## src/rtl/ccl_consts.vh

```
// Functional notes
// - keep year, month, day, weekday, hour, minute, second
// - auto-detect backup module, use it as source
// - no battery or >15 s lost: fault
// - corrupt backup contents: fault and error light
// - seven fields read and written as integers
// - year held as full four-digit value
// - weekday Monday 1 through Sunday 7
// - packed read equals hour*10000+minute*100+second
// - signed trim seconds per 72 hours
// - trim applies only to backup crystal source
// - control code 2/3 disables/enables backup reload
// - valid write plus power cycle clears fault; the code needs no write, a reset alone clears it
`ifndef CCL_CONSTS_VH
`define CCL_CONSTS_VH

// register indices on the plain bus
`define CCL_A_YEAR    4'h0
`define CCL_A_MONTH   4'h1
`define CCL_A_DAY     4'h2
`define CCL_A_WDAY    4'h3
`define CCL_A_HOUR    4'h4
`define CCL_A_MINUTE  4'h5
`define CCL_A_SECOND  4'h6
`define CCL_A_HMS     4'h7
`define CCL_A_TRIM    4'h8
`define CCL_A_CTRL    4'h9
`define CCL_A_STAT    4'hA
`define CCL_A_IRQST   4'hB
`define CCL_A_IRQMSK  4'hC

// hardware control codes
`define CCL_CMD_STOP   2'h0
`define CCL_CMD_RUN    2'h1
`define CCL_CMD_NOAUTO 2'h2
`define CCL_CMD_AUTO   2'h3

// status bit positions
`define CCL_ST_RUN   0
`define CCL_ST_AUTO  1
`define CCL_ST_PRES  2
`define CCL_ST_FAULT 3
`define CCL_ST_SRC   4

// interrupt bits
`define CCL_IRQ_SEC   0
`define CCL_IRQ_FAULT 1

// reset values of the calendar (2000-01-01, a Saturday)
`define CCL_RST_YEAR  16'h07D0
`define CCL_RST_MONTH 16'h0001
`define CCL_RST_DAY   16'h0001
`define CCL_RST_WDAY  16'h0006

// calendar limits
`define CCL_MONDAY   16'h0001
`define CCL_SUNDAY   16'h0007
`define CCL_HOUR_MAX 16'h0017
`define CCL_MS_MAX   16'h003B
`define CCL_DEC_MAX  16'h000C

// timing
`define CCL_CLK_NS     5
`define CCL_SEC_NS     1000000000
`define CCL_TRIM_H     72
`define CCL_S_PER_H    3600
`define CCL_BATT_S     15
`define CCL_SETTLE     2'h3
`endif
```

## src/rtl/ccl_calendar_clock.v

```verilog
`timescale 1ns/1ps
`include "ccl_consts.vh"

module ccl_calendar_clock
#(
   // cycles per second of the built-in source; shorten for simulation
   parameter [31:0] SEC_CYCLES = `CCL_SEC_NS / `CCL_CLK_NS,
   // length of the trim window in seconds; shorten for simulation
   parameter [31:0] TRIM_WINDOW = `CCL_TRIM_H * `CCL_S_PER_H
)
(
   // clock, reset, enable
   input  wire        clk,
   input  wire        rst,
   input  wire        ce,
   // register port
   input  wire [3:0]  regAddr,
   input  wire [31:0] regWdata,
   input  wire        regWr,
   input  wire        regRd,
   output reg  [31:0] regRdata,
   // backup clock module pins
   input  wire        bkPresent,
   input  wire        bkBattLost,
   input  wire        bkCorrupt,
   input  wire        bkTick,
   // indicators
   output reg         clkFault,
   output wire        clkErrLed,
   output wire        irq
);

   // calendar fields
   reg [15:0] year_reg;       // full year
   reg [15:0] month_reg;      // 1..12
   reg [15:0] day_reg;        // 1..31
   reg [15:0] wday_reg;       // 1..7
   reg [15:0] hour_reg;       // 0..23
   reg [15:0] min_reg;        // 0..59
   reg [15:0] sec_reg;        // 0..59
   reg [31:0] hms_reg;        // packed hhmmss
   reg [15:0] year_next;
   reg [15:0] month_next;
   reg [15:0] day_next;
   reg [15:0] wday_next;
   reg [15:0] hour_next;
   reg [15:0] min_next;
   reg [15:0] sec_next;

   // control
   reg        run_reg;        // clock running, from either source
   reg        auto_reg;       // follow backup module
   reg [15:0] trim_reg;       // signed trim seconds
   reg [31:0] trimAcc_reg;    // error accumulator
   reg        insPend_reg;    // extra second owed
   reg [31:0] pre_reg;        // built-in prescaler
   reg [1:0]  settle_reg;     // power-up sampling delay
   reg [1:0]  irqSt_reg;      // sticky events
   reg [1:0]  irqMsk_reg;     // event mask

   // synchronisers for the module pins
   reg [3:0]  sync1_reg;
   reg [3:0]  sync2_reg;
   reg        tickOld_reg;    // for edge detection on the clean copy

   wire presS    = sync2_reg[0];
   wire lostS    = sync2_reg[1];
   wire corruptS = sync2_reg[2];
   wire tickS    = sync2_reg[3];

   // leap year test
   function isLeap;
      input [15:0] y;
      begin
         isLeap = ((y % 16'h0004) == 16'h0000 && (y % 16'h0064) != 16'h0000)
                  || (y % 16'h0190) == 16'h0000;
      end
   endfunction

   // last day of a month
   function [15:0] monthLen;
      input [15:0] m;
      input [15:0] y;
      begin
         case (m)
            16'h0002: monthLen = isLeap(y) ? 16'h001D : 16'h001C;
            16'h0004, 16'h0006, 16'h0009, 16'h000B: monthLen = 16'h001E;
            default:  monthLen = 16'h001F;
         endcase
      end
   endfunction

   // packed decimal time
   function [31:0] packHms;
      input [15:0] h;
      input [15:0] m;
      input [15:0] s;
      begin
         packHms = {16'h0000, h} * 32'h0000_2710
                   + {16'h0000, m} * 32'h0000_0064
                   + {16'h0000, s};
      end
   endfunction

   // any write to a calendar field
   wire calWr = regWr && (regAddr <= `CCL_A_SECOND);
   // the backup module is the source while fitted and reload is on
   wire useBackup = presS && auto_reg;

   // built-in second strobe
   wire intTick = run_reg && (pre_reg == SEC_CYCLES - 32'h0000_0001);
   // backup second strobe, edge of the clean copy only
   wire bkEdge = tickS && !tickOld_reg;
   // raw tick before trimming
   wire baseTick = run_reg && (useBackup ? bkEdge : intTick);

   // trim magnitude and accumulator step
   wire        trimNeg = trim_reg[15];
   wire [15:0] trimMag = trimNeg ? (16'h0000 - trim_reg) : trim_reg;
   wire [31:0] accSum  = trimAcc_reg + {16'h0000, trimMag};
   // one correction due when the error reaches a whole window
   wire trimHit = useBackup && baseTick && (accSum >= TRIM_WINDOW);
   // a deletion swallows this tick; an insertion adds one later
   wire advance = !calWr && ((baseTick && !(trimHit && trimNeg)) || insPend_reg);

   // pin synchronisers
   always @(posedge clk)
   begin
      if (rst)
      begin
         sync1_reg   <= 4'h0;
         sync2_reg   <= 4'h0;
         tickOld_reg <= 1'b0;
      end
      else if (ce)
      begin
         sync1_reg   <= {bkTick, bkCorrupt, bkBattLost, bkPresent};
         sync2_reg   <= sync1_reg;
         tickOld_reg <= tickS;
      end
   end

   // built-in prescaler, held at zero while stopped, still counting while following the module
   always @(posedge clk)
   begin
      if (rst)
         pre_reg <= 32'h0000_0000;
      else if (ce)
      begin
         if (!run_reg || intTick)
            pre_reg <= 32'h0000_0000;
         else
            pre_reg <= pre_reg + 32'h0000_0001;
      end
   end

   // trim accumulator, Bresenham style so corrections are evenly spaced
   always @(posedge clk)
   begin
      if (rst)
      begin
         trimAcc_reg <= 32'h0000_0000;
         insPend_reg <= 1'b0;
      end
      else if (ce)
      begin
         if (useBackup && baseTick)
            trimAcc_reg <= trimHit ? accSum - TRIM_WINDOW : accSum;
         // pending insert waits out a field write rather than being lost
         if (trimHit && !trimNeg)
            insPend_reg <= 1'b1;
         else if (advance)
            insPend_reg <= 1'b0;
      end
   end

   // one-second carry chain
   always @*
   begin
      year_next  = year_reg;
      month_next = month_reg;
      day_next   = day_reg;
      wday_next  = wday_reg;
      hour_next  = hour_reg;
      min_next   = min_reg;
      sec_next   = sec_reg + 16'h0001;
      // out-of-range values written by software roll over on the next carry
      if (sec_reg >= `CCL_MS_MAX)
      begin
         sec_next = 16'h0000;
         min_next = min_reg + 16'h0001;
         if (min_reg >= `CCL_MS_MAX)
         begin
            min_next  = 16'h0000;
            hour_next = hour_reg + 16'h0001;
            if (hour_reg >= `CCL_HOUR_MAX) // 24-hour wrap at midnight
            begin
               hour_next = 16'h0000;
               day_next  = day_reg + 16'h0001;
               // weekday advances with the date
               wday_next = (wday_reg >= `CCL_SUNDAY) ? `CCL_MONDAY
                           : wday_reg + 16'h0001;
               if (day_reg >= monthLen(month_reg, year_reg))
               begin
                  day_next   = 16'h0001;
                  month_next = month_reg + 16'h0001;
                  if (month_reg >= `CCL_DEC_MAX)
                  begin
                     month_next = 16'h0001;
                     year_next  = year_reg + 16'h0001;
                  end
               end
            end
         end
      end
   end

   // calendar registers: a write sets a field, otherwise the clock advances
   always @(posedge clk)
   begin
      if (rst)
      begin
         year_reg  <= `CCL_RST_YEAR;
         month_reg <= `CCL_RST_MONTH;
         day_reg   <= `CCL_RST_DAY;
         wday_reg  <= `CCL_RST_WDAY;
         hour_reg  <= 16'h0000;
         min_reg   <= 16'h0000;
         sec_reg   <= 16'h0000;
      end
      else if (ce)
      begin
         if (calWr)
         begin
            case (regAddr)
               `CCL_A_YEAR:   year_reg  <= regWdata[15:0];
               `CCL_A_MONTH:  month_reg <= regWdata[15:0];
               `CCL_A_DAY:    day_reg   <= regWdata[15:0];
               `CCL_A_WDAY:   wday_reg  <= regWdata[15:0];
               `CCL_A_HOUR:   hour_reg  <= regWdata[15:0];
               `CCL_A_MINUTE: min_reg   <= regWdata[15:0];
               default:       sec_reg   <= regWdata[15:0];
            endcase
         end
         else if (advance)
         begin
            year_reg  <= year_next;
            month_reg <= month_next;
            day_reg   <= day_next;
            wday_reg  <= wday_next;
            hour_reg  <= hour_next;
            min_reg   <= min_next;
            sec_reg   <= sec_next;
         end
      end
   end

   // packed time kept in a flop so the read mux stays shallow
   always @(posedge clk)
   begin
      if (rst)
         hms_reg <= 32'h0000_0000;
      else if (ce)
         hms_reg <= packHms(hour_reg, min_reg, sec_reg);
   end

   // control register: run/stop and backup reload codes
   always @(posedge clk)
   begin
      if (rst)
      begin
         run_reg  <= 1'b1;
         auto_reg <= 1'b1;
         trim_reg <= 16'h0000;
      end
      else if (ce && regWr)
      begin
         if (regAddr == `CCL_A_TRIM)
            trim_reg <= regWdata[15:0];
         if (regAddr == `CCL_A_CTRL)
         begin
            // codes above three are ignored
            if (regWdata[31:2] == 30'h0000_0000)
            begin
               case (regWdata[1:0])
                  `CCL_CMD_STOP:   run_reg  <= 1'b0;
                  `CCL_CMD_RUN:    run_reg  <= 1'b1;
                  `CCL_CMD_NOAUTO: auto_reg <= 1'b0;
                  default:         auto_reg <= 1'b1;
               endcase
            end
         end
      end
   end

   // fault flag: judged at power-up, raised later on corruption
   // only a reset (power cycle) clears it, and only if the module is sound
   always @(posedge clk)
   begin
      if (rst)
      begin
         settle_reg <= 2'h0;
         clkFault   <= 1'b0;
      end
      else if (ce)
      begin
         // wait for the synchronisers to fill before judging the pins
         if (settle_reg != `CCL_SETTLE)
            settle_reg <= settle_reg + 2'h1;
         if (settle_reg == `CCL_SETTLE - 2'h1 && (!presS || lostS))
            clkFault <= 1'b1;
         if (settle_reg == `CCL_SETTLE && presS && corruptS)
            clkFault <= 1'b1;
      end
   end

   assign clkErrLed = clkFault;

   // fault rising edge for the event register
   reg faultOld_reg;
   always @(posedge clk)
   begin
      if (rst)
         faultOld_reg <= 1'b0;
      else if (ce)
         faultOld_reg <= clkFault;
   end

   // sticky events: a read clears, but a new event in that cycle wins
   wire [1:0] evt = {clkFault && !faultOld_reg, advance};
   always @(posedge clk)
   begin
      if (rst)
      begin
         irqSt_reg  <= 2'h0;
         irqMsk_reg <= 2'h0;
      end
      else if (ce)
      begin
         if (regRd && regAddr == `CCL_A_IRQST)
            irqSt_reg <= evt;
         else
            irqSt_reg <= irqSt_reg | evt;
         if (regWr && regAddr == `CCL_A_IRQMSK)
            irqMsk_reg <= regWdata[1:0];
      end
   end

   // level interrupt while any unmasked event is pending
   assign irq = |(irqSt_reg & irqMsk_reg);

   // read mux; unmapped indices read zero
   reg [31:0] rdMux;
   always @*
   begin
      rdMux = 32'h0000_0000;
      case (regAddr)
         `CCL_A_YEAR:   rdMux = {16'h0000, year_reg};
         `CCL_A_MONTH:  rdMux = {16'h0000, month_reg};
         `CCL_A_DAY:    rdMux = {16'h0000, day_reg};
         `CCL_A_WDAY:   rdMux = {16'h0000, wday_reg};
         `CCL_A_HOUR:   rdMux = {16'h0000, hour_reg};
         `CCL_A_MINUTE: rdMux = {16'h0000, min_reg};
         `CCL_A_SECOND: rdMux = {16'h0000, sec_reg};
         `CCL_A_HMS:    rdMux = hms_reg;
         // trim reads back sign-extended
         `CCL_A_TRIM:   rdMux = {{16{trim_reg[15]}}, trim_reg};
         `CCL_A_CTRL:   rdMux = {30'h0000_0000, auto_reg, run_reg};
         `CCL_A_STAT:
         begin
            rdMux[`CCL_ST_RUN]   = run_reg;
            rdMux[`CCL_ST_AUTO]  = auto_reg;
            rdMux[`CCL_ST_PRES]  = presS;
            rdMux[`CCL_ST_FAULT] = clkFault;
            rdMux[`CCL_ST_SRC]   = useBackup;
         end
         `CCL_A_IRQST:  rdMux = {30'h0000_0000, irqSt_reg};
         `CCL_A_IRQMSK: rdMux = {30'h0000_0000, irqMsk_reg};
         default:       rdMux = 32'h0000_0000;
      endcase
   end

   // read data stands for exactly the cycle after the strobe
   always @(posedge clk)
   begin
      if (rst)
         regRdata <= 32'h0000_0000;
      else if (ce)
         regRdata <= regRd ? rdMux : 32'h0000_0000;
   end

endmodule

```

## config.mk

```make
export PLATFORM = sky130hd
export DESIGN_NAME = ccl_calendar_clock
export DESIGN_NICKNAME = d
export VERILOG_FILES = /design/src/rtl/ccl_calendar_clock.v
export VERILOG_INCLUDE_DIRS = /design/src /design/src/rtl
export SDC_FILE = /design/constraint.sdc
export NUM_CORES = 1
export LEC_CHECK = 0
export BUFFER_PORTS_ARGS = -buffer_cell sky130_fd_sc_hd__buf_2
export CAP_MARGIN = 10
export CORE_UTILIZATION = 35
export CTS_CLUSTER_DIAMETER = 40
export DETAILED_ROUTE_END_ITERATION = 8
export PLACE_DENSITY_LB_ADDON = 0.1
export REMOVE_ABC_BUFFERS = 1
export SLEW_MARGIN = 20
export SYNTH_ARGS = -nofsm -noshare
export SYNTH_HDL_FRONTEND = slang
export SYNTH_SLANG_ARGS = --single-unit
```

## constraint.sdc

```tcl
create_clock -name clk -period 14.2 [get_ports clk]
set_input_delay 2.84 -clock clk [delete_from_list [all_inputs] [get_ports clk]]
set_output_delay 2.84 -clock clk [all_outputs]
set_load 0.05 [all_outputs]
```

# Word-level counts from Yosys, hierarchy flattened
# Cells that the tools add are included.
# word_totals
reg_bits,276
out_inout_bits,35
# classes
addsub,14
n_mul,2
div_mod_pow,2
order_cmp,8
eq_ne,30
muxes,64
n_bitwise,3
reduce_logical,64
# ops
operator,n
$mux 16,49
$pmux 27 s9,1
$add 16x1->16 const B,7
$mux 32,3
$pmux 5 s13,1
$add 31x16->32,1
$add 32x1->32 const B,1
$add 32x16->32,1
$eq 16x3->1 const B,2
$eq 16x4->1 const B,2
$eq 32x28->1 const B,1
$ge 16x6->1 const B,2
$ge 32x18->1 const B,1
$logic_not 16->1,2
$sub 32x18->32 const B,1
$add 30x23->31,1
$logic_not 30->1,1
$mul 16x10->26 const B,1
$mul 16x5->21 const B,1
$eq 4x4->1 const B,5
$logic_and 1x1->1,19
$reduce_bool 2->1,9
$eq 16x2->1 const B,1
$eq 4x3->1 const B,4
other kinds (37),70

# Depth between registers and ports, before layout
# depth
ltp_word,16
ltp_mapped,35
ltp_nobuf,34

# Least setup slack after synthesis
# Ideal clock, no wire load.
# synth_path
path_kind,flip-flop to flip-flop
startpoint,register year_reg[10]
endpoint,register year_reg[15]
arrival_time_ns,7.038
slack_ns,7.027
stages_incl_launch_ff,34
n_path_buf,4
synth_period_minus_slack_ns,7.173
path_cell_list,dfxtp_1 -> buf_6 -> or4_1 -> o221ai_1 -> a32oi_1 -> o2111a_2 -> a2111o_1 -> o2111a_2 -> or4_4 -> a21o_1 -> a21oi_4 -> a21boi_2 -> or3_1 -> buf_2 -> o31a_1 -> and2_1 -> buf_6 -> a221oi_2 -> o2111a_1 -> a2111oi_1 -> or4_1 -> mux2i_1 -> a21oi_1 -> ha_1 -> nand2b_1 -> a21oi_1 -> nor3b_1 -> nor3_1 -> clkinv_1 -> nand3_1 -> inv_1 -> nand2_1 -> clkbuf_1 -> o21ai_0
# synth_via
elab_chain_cells,12
elab_cells_between_ends,22
cone_classes,1 x add/sub; 2 x div; 1 x order compare; 12 x mux; 6 x reduce/logical
# synth_rtl
element,line_no,source
from (decl),ccl_calendar_clock.v:34,reg [15:0] year_reg;
from (signal assigned),ccl_calendar_clock.v:223,year_reg <= `CCL_RST_YEAR;
from (signal assigned),ccl_calendar_clock.v:236,`CCL_A_YEAR: year_reg <= regWdata[15:0];
from (signal assigned),ccl_calendar_clock.v:247,year_reg <= year_next;
$mod 16x7->16,ccl_calendar_clock.v:75,isLeap = ((y % 16'h0004) == 16'h0000 && (y % 16'h0064) != 16'h0000)
$reduce_bool 16->1,ccl_calendar_clock.v:75,
$logic_and 1x1->1,ccl_calendar_clock.v:75,
$logic_or 1x1->1,ccl_calendar_clock.v:76,|| (y % 16'h0190) == 16'h0000;
$mux 1,ccl_calendar_clock.v:86,16'h0002: monthLen = isLeap(y) ? 16'h001D : 16'h001C;
$pmux 2 s2,ccl_calendar_clock.v:85,case (m)
$mux 16,ccl_calendar_clock.v:196,if (hour_reg >= `CCL_HOUR_MAX)
$mux 16,ccl_calendar_clock.v:192,if (min_reg >= `CCL_MS_MAX)
$mux 16,ccl_calendar_clock.v:188,if (sec_reg >= `CCL_MS_MAX)
$ge 16x16->1,ccl_calendar_clock.v:203,"if (day_reg >= monthLen(month_reg, year_reg))"
$reduce_bool 2->1 (no source line),-,
$reduce_and 8->1 (no source line),-,
# Parallel ways exist; a longest one is shown, timed or not. The select of a mux whose other input is x is not followed.
# A chain may end at the register's enable or synchronous reset.

# Worst setup path after layout
# layout_path
startpoint,register year_reg[11]
endpoint,register year_reg[0]
# layout_via
elab_chain_cells,12
elab_cells_between_ends,14
cone_classes,2 x div; 1 x order compare; 5 x mux; 6 x reduce/logical
# layout_rtl
element,line_no
$mod 16x7->16,ccl_calendar_clock.v:75
$reduce_bool 16->1,ccl_calendar_clock.v:75
$logic_and 1x1->1,ccl_calendar_clock.v:75
$logic_or 1x1->1 *,ccl_calendar_clock.v:76
$mux 1 *,ccl_calendar_clock.v:86
$pmux 2 s2 *,ccl_calendar_clock.v:85
$mux 16 *,ccl_calendar_clock.v:196
$mux 16 *,ccl_calendar_clock.v:192
$mux 16 *,ccl_calendar_clock.v:188
$ge 16x16->1 *,ccl_calendar_clock.v:203
$reduce_bool 2->1 (no source line) *,-
$reduce_and 8->1 (no source line) *,-
# Every way passes the cells marked *; elsewhere a longest branch is shown, timed or not. The select of a mux whose other input is x is not followed.

==> metrics.log <==
INFO  metric seq_area_frac_synth = 23.8%
INFO  metric fill_cells = 6,781
INFO  metric synth_cells = 2,968
INFO  metric post_cts_hold_buffer_count = 0
INFO  metric critical_path.startpoint = year_reg[11]
INFO  metric drive_gt1_share = 10.0%
INFO  metric design.die.area = 67,200 µm²
INFO  metric yosys.area_share.xor_xnor = 4.99%
INFO  metric clkTransAtPathRegs = 0.05 ns
INFO  metric cts_resized = 0
INFO  metric flow.area_growth_from_synthesis = 13.6%
INFO  metric mappedNetlistArea = 23,100 µm²
INFO  metric design.core.area = 64,900 µm²
INFO  metric power_per_unit_of_standard_cell_area = 88.3 nW/µm²
INFO  metric global_route_met3_usage = 3.51%
INFO  metric synth-main-ff-cell = sky130_fd_sc_hd__dfxtp_1
INFO  metric clockBufferDepth = 3
INFO  metric root_buffer = sky130_fd_sc_hd__clkbuf_16
INFO  metric rsz0062_at_grt = no
INFO  metric chipWidth = 259 µm
INFO  metric power_leakage = 10.9 nW
INFO  metric gp_congestion = 0.916
INFO  metric ys_warn_count = 0
INFO  metric synth_largest_type_area_fraction = 23.8%
INFO  metric internal-power = 1.74 mW
INFO  metric hp-class = flip-flop to flip-flop
INFO  metric critPathArrivalTime = 10.35 ns
INFO  metric synth_top_family_by_area = compound AO/OA/AOI/OAI gates
INFO  metric setup_tns = 0 ns
INFO  metric layout_min_cycle_time = 9.79 ns
INFO  metric antennaDiodeCount = 0
INFO  metric timing_worst_setup_path_type = flip-flop to flip-flop
INFO  metric detail_route.iter0.violations = 1,803
INFO  metric worst_pin_slew = 1.09 ns
INFO  metric status = complete, no violations
INFO  metric cpMostUsedCell = sky130_fd_sc_hd__a21oi_1
INFO  metric grt_start_max_net_pins = 151
INFO  metric critical-path-max-stage-delay = 0.99 ns
INFO  metric timing.final.max_slew_violations = 0
INFO  metric grt_remaining_overflow = 0
INFO  metric holdCritStartpoint = regRdata[4]
INFO  metric via_count_of_the_first_global_routing_pass = 21,300
INFO  metric grt.total_usage = 24.1%
INFO  metric insertion_delay = 0.62 ns
INFO  metric end_kind = flip-flop
INFO  metric async_sr_flop_fraction = 0%
INFO  metric tritoncts_num_sinks = 275
INFO  metric detailedRoute.firstPassIterationCount = 8
INFO  metric ys_top_cells_by_count = sky130_fd_sc_hd__dfxtp_1 (275), sky130_fd_sc_hd__inv_1 (270), sky130_fd_sc_hd__nand2_1 (254), sky130_fd_sc_hd__a21oi_1 (242), sky130_fd_sc_hd__nor2_1 (226)
INFO  metric antenna_left = 0
INFO  metric grt_first_pass_wirelength = 127 mm
INFO  metric p_switching = 0.578 mW
INFO  metric wire_per_inst = 21.2 µm
INFO  metric synth-edff-count = 0
INFO  metric finalNonFillerCells = 3,872
INFO  metric max_cap_viol_count = 0
INFO  metric cts_tree = done
INFO  metric clock_network_fraction_of_design_power = 60.8%
INFO  metric drt-vias-per-instance = 5.78
INFO  metric start_util = 35.6%
INFO  metric ir_worst_vdd = 123 µV
INFO  metric wirelength = 82.0 mm
INFO  metric crit-reg2reg-launch = year_reg[11]
INFO  metric fraction_of_the_mapped_netlist_area_in_adder_cells = 16.9%
INFO  metric synth_top_cell_by_area = sky130_fd_sc_hd__dfxtp_1
INFO  metric synth-compound-area-share = 25.2%
INFO  metric htree_num_levels = 2
INFO  metric fp.dieH = 259 µm
INFO  metric numCtsBuffers = 56
INFO  metric timing.critical_path.fanout_max = 28
INFO  metric synth.lib_cells_used.distinct = 106
INFO  metric crit_required = 14.75 ns
INFO  metric yosys_register_bits = 275
INFO  metric final_hold_violations = 0
INFO  metric ys_top_cells_by_area = sky130_fd_sc_hd__dfxtp_1 (24%), sky130_fd_sc_hd__ha_1 (12%), sky130_fd_sc_hd__a21oi_1 (5.2%)
INFO  metric floorplan.io_pins = 80
INFO  metric num_rows = 93
INFO  metric max_slew_margin = 26.9%
INFO  metric worst_setup_path_start_kind = flip-flop
INFO  metric fmax = 0.102 GHz
INFO  metric crit_path_top_delay_cell = sky130_fd_sc_hd__dfxtp_1
INFO  metric post-place-cells = 3,767
INFO  metric synth_area_per_cell = 7.80 µm²
INFO  metric layer_with_the_highest_usage = met2
INFO  metric antenna_violations_before_repair = 3
INFO  metric hpwl = 59.7 mm
INFO  metric vias = 22,400
INFO  metric route.detailed.drc = 0
INFO  metric comb_power_share = 5.4%
INFO  metric post_cts.repair.setup_buffers = 0
INFO  metric netSwitchingFraction = 24.9%
INFO  metric groute.layer.met1.usage = 33.5%
INFO  metric finalSetupViolations = 0
INFO  metric post_synth_simple_gate_area = 19.6%
INFO  metric num-nets-final = 3,292
INFO  metric clock_skew = 0.0293 ns
INFO  metric layout_worst_path_cycle_share = 69.0%
INFO  metric count_leader_synth = sky130_fd_sc_hd__dfxtp_1
INFO  metric groute.layer.met2.usage = 38.1%
INFO  metric p_seq_share = 33.7%
INFO  metric synthMuxAreaShare = 1.98%
INFO  metric io_buffers = 79
## per-layer routing
layer  wire length (µm)  vias to the layer above  share of wire, %
li1                   -                    10700                 -
met3               5410                      140               6.6
met2              36500                      774                45
met1              37700                    10800                46
met5                 22                        -             0.027
met4               2350                        4               2.9
## final timing paths
kind	cells past startpoint	endpoint	slack, ns
worst min-delay path	2	regRdata[4]	0.46
worst max-delay path	30	year_reg[0]	4.41
worst min register to register	2	regRdata[4]	0.46
worst max register to register	30	year_reg[0]	4.41
## per-stage QoR
stage | util [%] | setup WS (ns) | power, mW | area, µm² | hold WS, ns
4_1_cts | 40.5 | 4.55 | 2.34 | 26300 | 0.461
5_1_grt | 40.5 | 3.67 | 2.40 | 26300 | 0.479
6_report | 40.5 | 4.41 | 2.32 | 26300 | 0.457
2_1_floorplan | - | 3.44 | 0.851 | 22400 | 0.430
3_3_place_gp | 37.4 | 4.77 | 0.921 | 24300 | 0.445
3_5_place_dp | 37.4 | 4.59 | 0.922 | 24300 | 0.453
## layout make-up
type	instances	area (µm²)	area share, %
Multi-Input combinational cell	2247	16000	60.7
Sequential cell	275	5510	20.9
Clock buffer	68	1500	5.69
Tap cell	855	1070	4.07
Inverter	273	1020	3.90
Timing Repair Buffer	118	713	2.71
Clock inverter	36	514	1.96
## cell usage in the layout (no fill, tap or decap), drive strengths merged, types with 14 or more instances in the layout
cell / instances
a211oi: 35
a21boi: 17
a21o: 17
a21oi: 243
a221oi: 16
a22o: 17
a22oi: 38
a31o: 17
a31oi: 39
and2: 17
and3: 38
buf: 117
clkbuf: 69
dfxtp: 275
fa: 60
ha: 216
inv: 279
mux2i: 41
nand2: 255
nand2b: 23
nand3: 117
nand4: 47
nor2: 226
nor2b: 17
nor3: 71
nor4: 32
o211ai: 25
o21ai: 166
o21bai: 22
o31a: 14
o31ai: 50
or3: 32
xnor2: 99
xor2: 33
## worst max-delay path, delay by kind of cell (launching register included)
| family | cells | cell delay (ns) |
|---|---|---|
| simple gates | 8 | 2.44 |
| buf+inv | 3 | 0.85 |
| fa+ha+maj | 1 | 0.27 |
| compound gates | 15 | 3.70 |
| mux | 2 | 1.04 |
| flops | 1 | 0.99 |
| xor+xnor | 1 | 0.42 |
## power by group through the flow
stage | registers, mW | clock network (mW) | logic (mW)
after floorplan | 0.799 | 0 | 0.0522
after global placement | 0.798 | 0 | 0.123
after detailed placement | 0.798 | 0 | 0.123
after CTS | 0.783 | 1.44 | 0.124
after global routing | 0.783 | 1.48 | 0.134
final | 0.783 | 1.41 | 0.126
## cells by family after synthesis
logic type	Yosys count
xor gates and xnor gates	132
muxes	45
AOI/OAI and AO/OA	859
adders and majority gates	276
DFF	275
and+or+nand+nor	935
buffers and inverters	446
Note: power is estimated with default switching activity, not from simulation.
